--- config.mk ---
export PLATFORM = sky130hd
export DESIGN_NAME = psc_control
export DESIGN_NICKNAME = d
export VERILOG_FILES = /design/src/hdl/psc_control.v /design/src/hdl/psc_ms_tick.v /design/src/hdl/psc_req_filter.v
export VERILOG_INCLUDE_DIRS = /design/src /design/src/hdl
export SDC_FILE = /design/constraint.sdc
export NUM_CORES = 1
export LEC_CHECK = 0
export BUFFER_PORTS_ARGS = -buffer_cell sky130_fd_sc_hd__buf_2
export CAP_MARGIN = 20
export CORE_AREA = 4 4 89 91
export DETAILED_ROUTE_END_ITERATION = 10
export DIE_AREA = 0 0 93 95
export PLACE_DENSITY_LB_ADDON = 0.05
export SLEW_MARGIN = 20
export SYNTH_ARGS = -nofsm -noshare
export SYNTH_HDL_FRONTEND = slang
export SYNTH_SLANG_ARGS = --single-unit
--- constraint.sdc ---
create_clock -name sys_clk -period 3.15 [get_ports sys_clk]
set_clock_uncertainty 0.1 [all_clocks]
set_input_delay 0.315 -clock sys_clk [delete_from_list [all_inputs] [get_ports sys_clk]]
set_output_delay 0.315 -clock sys_clk [all_outputs]
set_load 0.01 [all_outputs]
--- src/hdl/psc_defines.vh ---
/*
 * Shared constants of the supply control signalling logic.
 * Assumes a 50 MHz sys_clk; all times are derived from it.
 */
`ifndef PSC_DEFINES_VH
`define PSC_DEFINES_VH

// Clock rate in kHz
`define PSC_CLK_KHZ          50000
// Cycles in one millisecond
`define PSC_MS_CYCLES        (`PSC_CLK_KHZ)
// Millisecond counter width
`define PSC_MS_W             16
// Power-up delay window, ms
`define PSC_ON_MIN_MS        16'h0005
`define PSC_ON_MAX_MS        16'h0190
// Chosen turn-on delay, ms
`define PSC_ON_DLY_MS        16'h0014
// Turn-off and power-good drop limit, ms
`define PSC_OFF_MAX_MS       16'h0005
// Power-good delay window, ms
`define PSC_GOOD_MIN_MS      16'h0064
`define PSC_GOOD_MAX_MS      16'h01F4
// Chosen power-good delay, ms
`define PSC_GOOD_DLY_MS      16'h0096
// Least power-good low time, ms
`define PSC_GOOD_LOW_MS      16'h0064
// Latch clear hold time, ms (1 s)
`define PSC_CLR_HOLD_MS      16'h03E8
// Debounce length in ms ticks
`define PSC_DEB_MS           4'h2
// Sequencer states
`define PSC_ST_OFF           3'h0
`define PSC_ST_RAMP          3'h1
`define PSC_ST_WAIT_GOOD     3'h2
`define PSC_ST_ON            3'h3
`define PSC_ST_FAULT         3'h4

`endif

--- src/hdl/psc_control.v ---
/*
 * Control and status signalling of a redundant supply module:
 * on-request sequencing, power-good, fault alert and presence.
 * Assumes analog monitors deliver levels synchronous to sys_clk;
 * the management bus target sits in another block.
 */
`timescale 1ns/1ps
`include "psc_defines.vh"

module psc_control #(
    parameter [15:0] MS_CYCLES = `PSC_MS_CYCLES
) (
    input  wire sys_clk,
    input  wire srst,
    input  wire power_on_request_n,
    input  wire outputs_in_reg,
    input  wire current_limit,
    input  wire input_lost,
    input  wire temp_warning,
    input  wire general_failure,
    input  wire over_current,
    input  wire over_voltage,
    input  wire under_voltage,
    input  wire fan_failure,
    input  wire end_of_life,
    input  wire env_exceeded,
    input  wire protect_trip,
    output reg  main_enable,
    output reg  power_good,
    output reg  fault_alert_n_out,
    output reg  fault_alert_n_oe,
    output reg  amber_led,
    output reg  latched_off,
    output reg  module_installed_n
);
    // Millisecond enable
    wire                 ms_tick;
    // Filtered on request
    wire                 req_on;
    // Sequencer state
    reg  [2:0]           state;
    reg  [2:0]           next_state;
    // Millisecond timer for sequencing
    reg  [`PSC_MS_W-1:0] tmr;
    // Time power-good has been low
    reg  [`PSC_MS_W-1:0] low_ms;
    // Time request has been released
    reg  [`PSC_MS_W-1:0] rel_ms;
    // Release lasted long enough to clear
    reg                  clr_armed;
    // Combined alert cause: any of the eight fault levels (from monitors)
    wire                 alert_cause;

    // Behaviour notes for the next engineer
    // no bus logic here; target lives elsewhere
    // The management bus target is a separate block.
    // Nothing here talks on that bus or times it.
    //
    // Timebase
    // All delays count millisecond ticks from the divider.
    // MS_CYCLES sets cycles per tick; it stays at the
    // full clock rate in the product and is only made
    // smaller by a bench to shorten long waits.
    // A count of N ticks lasts between N-1 and N ms,
    // since a state may be entered just before a tick.
    // Every chosen delay therefore keeps a margin of
    // more than one tick from its window bound.
    //
    // Request path
    // The pin passes the synchroniser and the debouncer
    // before the sequencer sees it. Glitches shorter
    // than the debounce never reach the timers, at the
    // price of a few ms extra latency in both directions.
    // That latency stays well under the 5 ms off limit.
    //
    // Sequencer
    // Off: waits for a request, a clear latch and a
    //      served power-good low time.
    // Ramp: main rail enabled, waits for the chosen
    //       turn-on delay and for regulation.
    // Wait good: counts the power-good delay; current
    //            limit restarts that count from zero.
    // On: power-good high until release, trip, loss of
    //     regulation or loss of input.
    // Any abort returns to off; outputs follow the next
    // state, so they drop on the same edge as the state.
    //
    // Latch-off
    // A trip latches the main rail off. Only a filtered
    // release of at least one second followed by a new
    // request, or srst, clears it; a shorter release leaves it set.
    // A trip in the clearing cycle wins over the clear.
    //
    // Alert
    // The alert pin is open drain: data is always low and
    // only the enable moves. The amber indicator is made
    // from the very same term, so the two never differ by
    // even one cycle.
    //
    // Presence
    // The installed indication is a constant low level;
    // it is registered only so every output is a flop.
    //
    // Hazards
    // Monitor levels are taken as already synchronous.
    // A monitor on another clock must be synchronised
    // before it reaches these ports.
    // The sequencer timer saturates, so a stuck ramp
    // never wraps round into a false early transition.

    // Timebase
    psc_ms_tick #(
        .MS_CYCLES (MS_CYCLES)
    ) u_tick (
        .sys_clk (sys_clk),
        .srst    (srst),
        .ms_tick (ms_tick)
    );

    psc_req_filter u_req (
        .sys_clk (sys_clk),
        .srst    (srst),
        .ms_tick (ms_tick),
        .pin_n   (power_on_request_n),
        .req_on  (req_on)
    );

    // Fault detection as one decode
    function alert_any;
        input t, g, oc, ov, uv, fan, eol, env;
        begin
            alert_any = t | g | oc | ov | uv | fan | eol | env;
        end
    endfunction

    assign alert_cause = alert_any(temp_warning, general_failure, over_current,
                                   over_voltage, under_voltage, fan_failure,
                                   end_of_life, env_exceeded);

    // Next state of the sequencer
    always @* begin
        next_state = state;
        case (state)
            `PSC_ST_OFF: begin
                // hold off until low time served
                if (req_on && !latched_off && low_ms >= `PSC_GOOD_LOW_MS)
                    next_state = `PSC_ST_RAMP;
            end
            `PSC_ST_RAMP: begin
                if (!req_on || protect_trip)
                    next_state = `PSC_ST_OFF;
                else if (tmr >= `PSC_ON_DLY_MS && outputs_in_reg)
                    next_state = `PSC_ST_WAIT_GOOD;
            end
            `PSC_ST_WAIT_GOOD: begin
                if (!req_on || protect_trip || !outputs_in_reg || input_lost)
                    next_state = `PSC_ST_OFF;
                else if (tmr >= `PSC_GOOD_DLY_MS)
                    next_state = `PSC_ST_ON;
            end
            `PSC_ST_ON: begin
                if (!req_on || protect_trip || !outputs_in_reg || input_lost)
                    next_state = `PSC_ST_OFF;
            end
            default: next_state = `PSC_ST_OFF;
        endcase
    end

    // Sequencer state and timer
    always @(posedge sys_clk) begin
        if (srst) begin
            state <= `PSC_ST_OFF;
            tmr   <= {`PSC_MS_W{1'b0}};
        end else begin
            state <= next_state;
            if (next_state != state)
                tmr <= {`PSC_MS_W{1'b0}};
            else if (state == `PSC_ST_WAIT_GOOD && current_limit)
                tmr <= {`PSC_MS_W{1'b0}};
            else if (ms_tick && tmr != `PSC_ON_MAX_MS + `PSC_GOOD_MAX_MS)
                tmr <= tmr + 16'h0001;
        end
    end

    always @(posedge sys_clk) begin
        if (srst) begin
            low_ms <= `PSC_GOOD_LOW_MS;
        end else if (power_good) begin
            low_ms <= {`PSC_MS_W{1'b0}};
        end else if (ms_tick && low_ms < `PSC_GOOD_LOW_MS) begin
            low_ms <= low_ms + 16'h0001;
        end
    end

    always @(posedge sys_clk) begin
        if (srst) begin
            latched_off <= 1'b0;
            rel_ms      <= {`PSC_MS_W{1'b0}};
            clr_armed   <= 1'b0;
        end else begin
            if (req_on) begin
                rel_ms <= {`PSC_MS_W{1'b0}};
            end else if (ms_tick && rel_ms < `PSC_CLR_HOLD_MS) begin
                rel_ms <= rel_ms + 16'h0001;
            end
            if (!req_on && rel_ms >= `PSC_CLR_HOLD_MS)
                clr_armed <= 1'b1;
            // Trip wins over a clear in the same cycle
            if (protect_trip) begin
                latched_off <= 1'b1;
                clr_armed   <= 1'b0;
            end else if (req_on && clr_armed) begin
                latched_off <= 1'b0;
                clr_armed   <= 1'b0;
            end
        end
    end

    // Output registers
    always @(posedge sys_clk) begin
        if (srst) begin
            main_enable        <= 1'b0;
            power_good         <= 1'b0;
            fault_alert_n_out  <= 1'b0;
            fault_alert_n_oe   <= 1'b0;
            amber_led          <= 1'b0;
            module_installed_n <= 1'b0;
        end else begin
            main_enable <= (next_state == `PSC_ST_RAMP) ||
                           (next_state == `PSC_ST_WAIT_GOOD) ||
                           (next_state == `PSC_ST_ON);
            power_good <= (next_state == `PSC_ST_ON);
            // drive low on alert, else release
            // amber and alert from one term
            fault_alert_n_out <= 1'b0;
            fault_alert_n_oe  <= alert_cause | protect_trip | latched_off;
            amber_led         <= alert_cause | protect_trip | latched_off;
            module_installed_n <= 1'b0;
        end
    end
endmodule

--- src/hdl/psc_ms_tick.v ---
/*
 * Millisecond timebase: one-cycle enable pulse every millisecond.
 * Assumes the 50 MHz system clock and a synchronous reset.
 */
`timescale 1ns/1ps
`include "psc_defines.vh"

module psc_ms_tick #(
    parameter [15:0] MS_CYCLES = `PSC_MS_CYCLES
) (
    input  wire sys_clk,
    input  wire srst,
    output reg  ms_tick
);
    // Cycle counter within one millisecond
    reg [15:0] cnt;
    localparam [15:0] LAST = MS_CYCLES - 16'h0001;

    // Divider producing the tick
    always @(posedge sys_clk) begin
        if (srst) begin
            cnt     <= 16'h0000;
            ms_tick <= 1'b0;
        end else if (cnt == LAST) begin
            cnt     <= 16'h0000;
            ms_tick <= 1'b1;
        end else begin
            cnt     <= cnt + 16'h0001;
            ms_tick <= 1'b0;
        end
    end
endmodule

--- src/hdl/psc_req_filter.v ---
/*
 * Synchroniser and debouncer for the active-low on-request pin.
 * Assumes an asynchronous pin and a millisecond enable pulse.
 */
`timescale 1ns/1ps
`include "psc_defines.vh"

module psc_req_filter (
    input  wire sys_clk,
    input  wire srst,
    input  wire ms_tick,
    input  wire pin_n,
    output reg  req_on
);
    // Three-stage synchroniser
    reg       s1;
    reg       s2;
    reg       s3;
    // Debounce counter
    reg [3:0] deb;

    // Sample chain, first stage read only by the second
    always @(posedge sys_clk) begin
        if (srst) begin
            s1 <= 1'b1;
            s2 <= 1'b1;
            s3 <= 1'b1;
        end else begin
            s1 <= pin_n;
            s2 <= s1;
            s3 <= s2;
        end
    end

    always @(posedge sys_clk) begin
        if (srst) begin
            deb    <= 4'h0;
            req_on <= 1'b0;
        end else if ((s2 != s3) || (req_on == ~s3)) begin
            // Unsettled or unchanged: restart count
            deb <= 4'h0;
        end else if (ms_tick) begin
            if (deb == `PSC_DEB_MS) begin
                req_on <= ~s3;
                deb    <= 4'h0;
            end else begin
                deb <= deb + 4'h1;
            end
        end
    end
endmodule

; ---- Word-level counts from Yosys, hierarchy flattened
; Cells that the tools add are included.
[op_classes]
n_addsub = 5
magnitude_cmp = 6
n_eq_ne = 12
mux = 13
bitwise = 11
n_reduce_logical = 28
[op_table]
columns = operator, n
row1 = $add 16x1->16 const B, 4
row2 = $mux 3, 6
row3 = $eq 16x16->1 const B, 1
row4 = $ge 16x10->1 const B, 1
row5 = $ge 16x5->1 const B, 1
row6 = $ge 16x7->1 const B, 1
row7 = $ge 16x8->1 const B, 1
row8 = $lt 16x10->1 const B, 1
row9 = $lt 16x7->1 const B, 1
row10 = $ne 16x10->1 const B, 1
row11 = $mux 7, 2
row12 = $eq 3x2->1 const B, 4
row13 = $pmux 3 s4, 1
row14 = $logic_and 1x1->1, 9
row15 = $or 1x1->1, 9
row16 = $reduce_or 2->1, 4
row17 = $eq 3x1->1 const B, 2
row18 = $logic_or 1x1->1, 6
row19 = $reduce_or 3->1, 2
row20 = $add 4x1->4 const B, 1
row21 = $eq 4x2->1 const B, 1
row22 = $mux 4, 1
row23 = $reduce_bool 2->1, 2
row24 = $logic_not 1->1, 3
row25 = 7 further kinds, 10
[word_totals]
reg_bits = 81
in_bits = 15
elab_cells = 92

; ---- Longest topological paths before layout
[depth]
depth_word = 9
ltp_mapped = 7
depth_no_buf = 7

; ---- Modules after synthesis
; A second synthesis with hierarchy kept.
[hier_totals]
hier_cells = 385
hier_area_um2 = 3602.2
[modules_own_cells]
columns = mod, n_inst, cells_each, area_per_inst_um2, seq_area_each_um2
row1 = psc_control, 1, 274, 2493.6, 1121.1
row2 = psc_ms_tick, 1, 82, 788.3, 340.3
row3 = psc_req_filter, 1, 29, 320.3, 160.2

; ---- Least setup slack after synthesis
; Ideal clock, no wire load.
[synth_path]
kind = register -> register
startpoint = register tmr[3]
endpoint = register tmr[0]
setup_ns = 0.128
arrival_time_ns = 1.575
required_time_ns = 2.922
slack_ns = 1.347
stages_incl_launch_ff = 8
period_less_slack_ns = 1.803
path_cell_list = dfxtp_1 -> buf_2 -> a2111o_1 -> o311ai_1 -> a221oi_4 -> o21a_4 -> buf_6 -> o22ai_1
[synth_between]
elab_chain_cells = 7
elab_cells_between_ends = 12
[synth_lines]
columns = item, line
row1 = "start, declared", psc_control.v:44  ; reg [`PSC_MS_W-1:0] tmr;
row2 = "start signal, assigned", psc_control.v:173  ; tmr <= {`PSC_MS_W{1'b0}};
row3 = "start signal, assigned", psc_control.v:177  ; tmr <= {`PSC_MS_W{1'b0}};
row4 = "start signal, assigned", psc_control.v:179  ; tmr <= {`PSC_MS_W{1'b0}};
row5 = $ge 16x5->1 (no line), n/a
row6 = $logic_and 1x1->1, psc_control.v:152  ; else if (tmr >= `PSC_ON_DLY_MS && outputs_in_reg)
row7 = $mux 3, psc_control.v:152
row8 = $mux 3, psc_control.v:150  ; if (!req_on || protect_trip)
row9 = $pmux 3 s4, psc_control.v:143  ; case (state)
row10 = $ne 3x3->1, psc_control.v:176  ; if (next_state != state)
row11 = $reduce_or 3->1 (no line), n/a
; Several ways; a longest one is shown, not always the timed one.
; A chain may end at the register's enable or synchronous reset.

; ---- Worst setup path after layout
[layout_path]
startpoint = register u_req.req_on
endpoint = register tmr[1]
[layout_between]
elab_chain_cells = 8
elab_cells_between_ends = 13
[layout_lines]
columns = item, line
row1 = "start, declared", psc_req_filter.v:13  ; output reg req_on
row2 = "start signal, assigned", psc_req_filter.v:44  ; req_on <= ~s3;
row3 = $logic_not 1->1, "psc_control.v:150, psc_control.v:156, psc_control.v:162"
row4 = $logic_or 1x1->1, "psc_control.v:150, psc_control.v:156, psc_control.v:162"
row5 = $logic_or 1x1->1 (2 in a row), "psc_control.v:156, psc_control.v:162"
row6 = "$mux 3, on equally long branches", "psc_control.v:162, psc_control.v:156"
row7 = $pmux 3 s4 *, psc_control.v:143
row8 = $ne 3x3->1 *, psc_control.v:176
row9 = $reduce_or 3->1 (no line) *, n/a
row10 = "end signal, assigned", psc_control.v:177
row11 = "end signal, assigned", psc_control.v:179
row12 = "end signal, assigned", psc_control.v:181  ; tmr <= tmr + 16'h0001;
; Every way passes the cells marked *; elsewhere a longest branch is shown, timed or not.

==> results by group <==
Outcome
  – Status: finished, final reports clean

Global routing
  – First-pass GRT wire length: 12500 µm
  – Congestion Overflow GR: 0
  – Initial antenna violation count: 0
  – Tot GR Track Use: 17.6%
  – Largest net degree at the start of global routing: 26
  – Vias in the first global route: 2797

Cells and area
  – Ant diodes: 0
  – Final nets: 461
  – Area Growth Syn to Fin: 10.0%
  – Multi-input gate area: 2080 µm²
  – Reg area: 1620 µm²
  – Fill count: 674
  – Proportion of layout cells with a drive suffix above 1: 12.2%

Pwr
  – Final Total Pwr: 2.02 mW
  – NetSw: 397 µW
  – Int Power: 1.62 mW
  – Clock power frac: 46.2%
  – Leakage dissipation: 1.58 nW
  – Comb power frac: 2.4%
  – Pwr dens: 478 nW/µm²
  – Seq pwr share: 51.4%
  – Worst VDD drop: 0.249 mV
  – Sw Share: 19.7%

Synth
  – Area contributors post-synth: dfxtp_1 (42%), nor2_1 (5.1%), xnor2_1 (4.6%), nand2_1 (3.2%), xor2_1 (3.2%)
  – Synthesized cell area: 3840 µm²
  – Syn. warnings: 0
  – Yosys reg bits: 81
  – Avg Cell Area, Syn: 9.01 µm²
  – Synth async-reset ratio: 0%
  – Cell variety after synth: 58
  – Top FF cell, synth: dfxtp_1
  – Post-synth top area share: 42.2%
  – Post-synth top cells: dfxtp_1 (81), nor2_1 (52), nand2_1 (33), xnor2_1 (20), nor3_1 (16)
  – Post-synth top area cell: dfxtp_1
  – Post-synthesis sequential area ratio: 42.2%
  – Post-synth EDFFs: 0
  – Gate count of the mapped netlist: 426
  – Cell with the most instances after synthesis: dfxtp_1

Worst setup path
  – CP Capture Type: register
  – CP arrival: 2400 ps
  – Worst Setup Start Kind: register
  – Crit path kind: register to register
  – Worst path required time: 3320 ps
  – Crit Path Max Fanout: 16

STA
  – Period utilisation layout: 71.0%
  – Fin. Hold Viols: 0
  – Setup violators final: 0
  – Slew of the pin with the lowest slew margin: 836 ps
  – Fin crit period: 2240 ps
  – Rel. slew slack: 44.1%
  – Fmax: 0.447 GHz
  – Setup TNS Final: 0 ps
  – RSZ-0062 raised after global routing: false
  – Max-slew violations: 0

Route
  – DRT antenna net count: 0
  – Detailed Route WL: 7170 µm
  – Via density: 5.45
  – Wire per inst: 13.2 µm
  – Drt drc: 0
  – Via count: 2962
  – Drt pass-1 iters: 4
  – DRT iter0 DRCs: 81

Die
  – Core area: 7140 µm²
  – Die W: 93 µm
  – IO Count: 22
  – Starting Density: 53.8%
  – Core Rows: 31
  – Die height: 95 µm
  – DIE AREA: 8840 µm²

CTS
  – CTS Buf Count: 9
  – Max H-tree Level: 3
  – Root buffer cell: clkbuf_8
  – CTS Hold Buffers Added: 0
  – Clock latency on the worst-skew pair: 340 ps
  – Clk slew on worst S/H paths: 80 ps
  – CTS tree: yes
  – Post-CTS Setup Bufs: 0
  – Max clock buf depth: 2
  – CTS sink count: 81
  – # resized after CTS: 0

Placed design
  – Port Buffers: 19
  – Post-DP HPWL: 5000 µm
  – Final GP Congestion: 0.784

Hold path
  – Hold crit path type: input pin to register

Flow run
  – Max Cap Viol: 0
==> layout make-up <==
class                           instances  share of cell area [%]
Clock inverter                          4                    2.34
Sequential cell                        81                    38.4
Timing Repair Buffer                   20                    2.43
Multi-Input combinational cell        315                    49.2
Inverter                               12                    1.07
Clock buffer                           12                    3.67
Tap cell                               99                    2.93
==> routing by layer <==
| metal | track usage (%) | vias up | part of all wire [%] |
|---|---|---|---|
| li1 | - | 1546 | - |
| met1 | 22.4 | 1371 | 49 |
| met2 | 28.7 | 34 | 46 |
| met3 | 3.11 | 11 | 2.2 |
| met4 | 8.79 | 0 | 2.1 |
| met5 | 0 | - | 0 |
==> power groups by stage <==
stage / logic, mW / registers (mW) / clock network (mW)
finish: 0.0489 / 1.04 / 0.932
global placement: 0.0495 / 1.06 / 0
detailed placement: 0.0500 / 1.06 / 0
floorplan: 0.0326 / 1.06 / 0
global route: 0.0564 / 1.04 / 1.01
CTS: 0.0500 / 1.04 / 0.966
==> metrics by stage <==
stage	setup WS, ps	util (%)	cells	hold WS [ps]	instance area [µm²]
floorplan	1350	-	428	289	3850
global placement	1000	55.6	527	306	3970
detailed placement	885	55.6	527	303	3970
CTS	882	59.2	543	33.3	4220
global route	712	59.2	543	43.4	4220
finish	914	59.2	543	56.5	4220
==> sequential cells by signal, indices dropped and copies added (netlist names), 3 cells and up <==
name        flops
low_ms         16
state           3
tmr            16
rel_ms         16
u_req.deb       4
u_tick.cnt     16
==> placed cells by master (no fill, tap or decap), types with 3 or more instances in the layout <==
master / count
o21ai_0: 12
nor4_1: 7
nand3_1: 14
ha_1: 7
buf_2: 19
nor3_1: 16
conb_1: 3
bufinv_16: 3
nand2b_1: 6
and3_1: 13
a21o_1: 4
o22ai_1: 9
clkbuf_8: 11
inv_1: 12
nor4b_1: 3
xor2_1: 14
and2_1: 15
dfxtp_1: 81
or2_2: 4
nor2_1: 52
a31oi_1: 7
and4_1: 6
a41o_1: 5
o2111ai_1: 8
a21oi_1: 11
xnor2_1: 20
nand4_1: 12
nand2_1: 33
==> worst paths after layout <==
| check | from | to | slack, ps | cells after the start |
|---|---|---|---|---|
| setup / recovery | u_req.req_on | tmr[1] | 910 | 5 |
| setup reg to reg | u_req.req_on | tmr[1] | 910 | 5 |
| hold reg to reg | u_req.s1 | u_req.s2 | 320 | 1 |
| hold / removal | power_on_request_n | u_req.s1 | 60 | 2 |
==> worst max-delay path, stage by stage, from the launching register on <==
cell and delay (ps):
dfxtp_1 480, nand4bb_1 250, o21ai_0 230, nor4b_4 720, o21ai_0 210, o22ai_1 170
==> cell families (layout without fill, tap and decap cells) <==
group                      count (synthesis)  after routing  share of synthesized area, %
AOI/OAI and AO/OA                         74             74                          15.2
xor gates and xnor gates                  34             34                          7.76
adders and majority gates                  7              7                          2.28
buffers and inverters                     32             48                          3.88
DFF                                       81             81                          42.2
muxes                                      2              2                         0.522
other                                      1              3                        0.0977
and+or+nand+nor                          195            195                          28.1
Note: power is estimated with default switching activity, not from simulation.
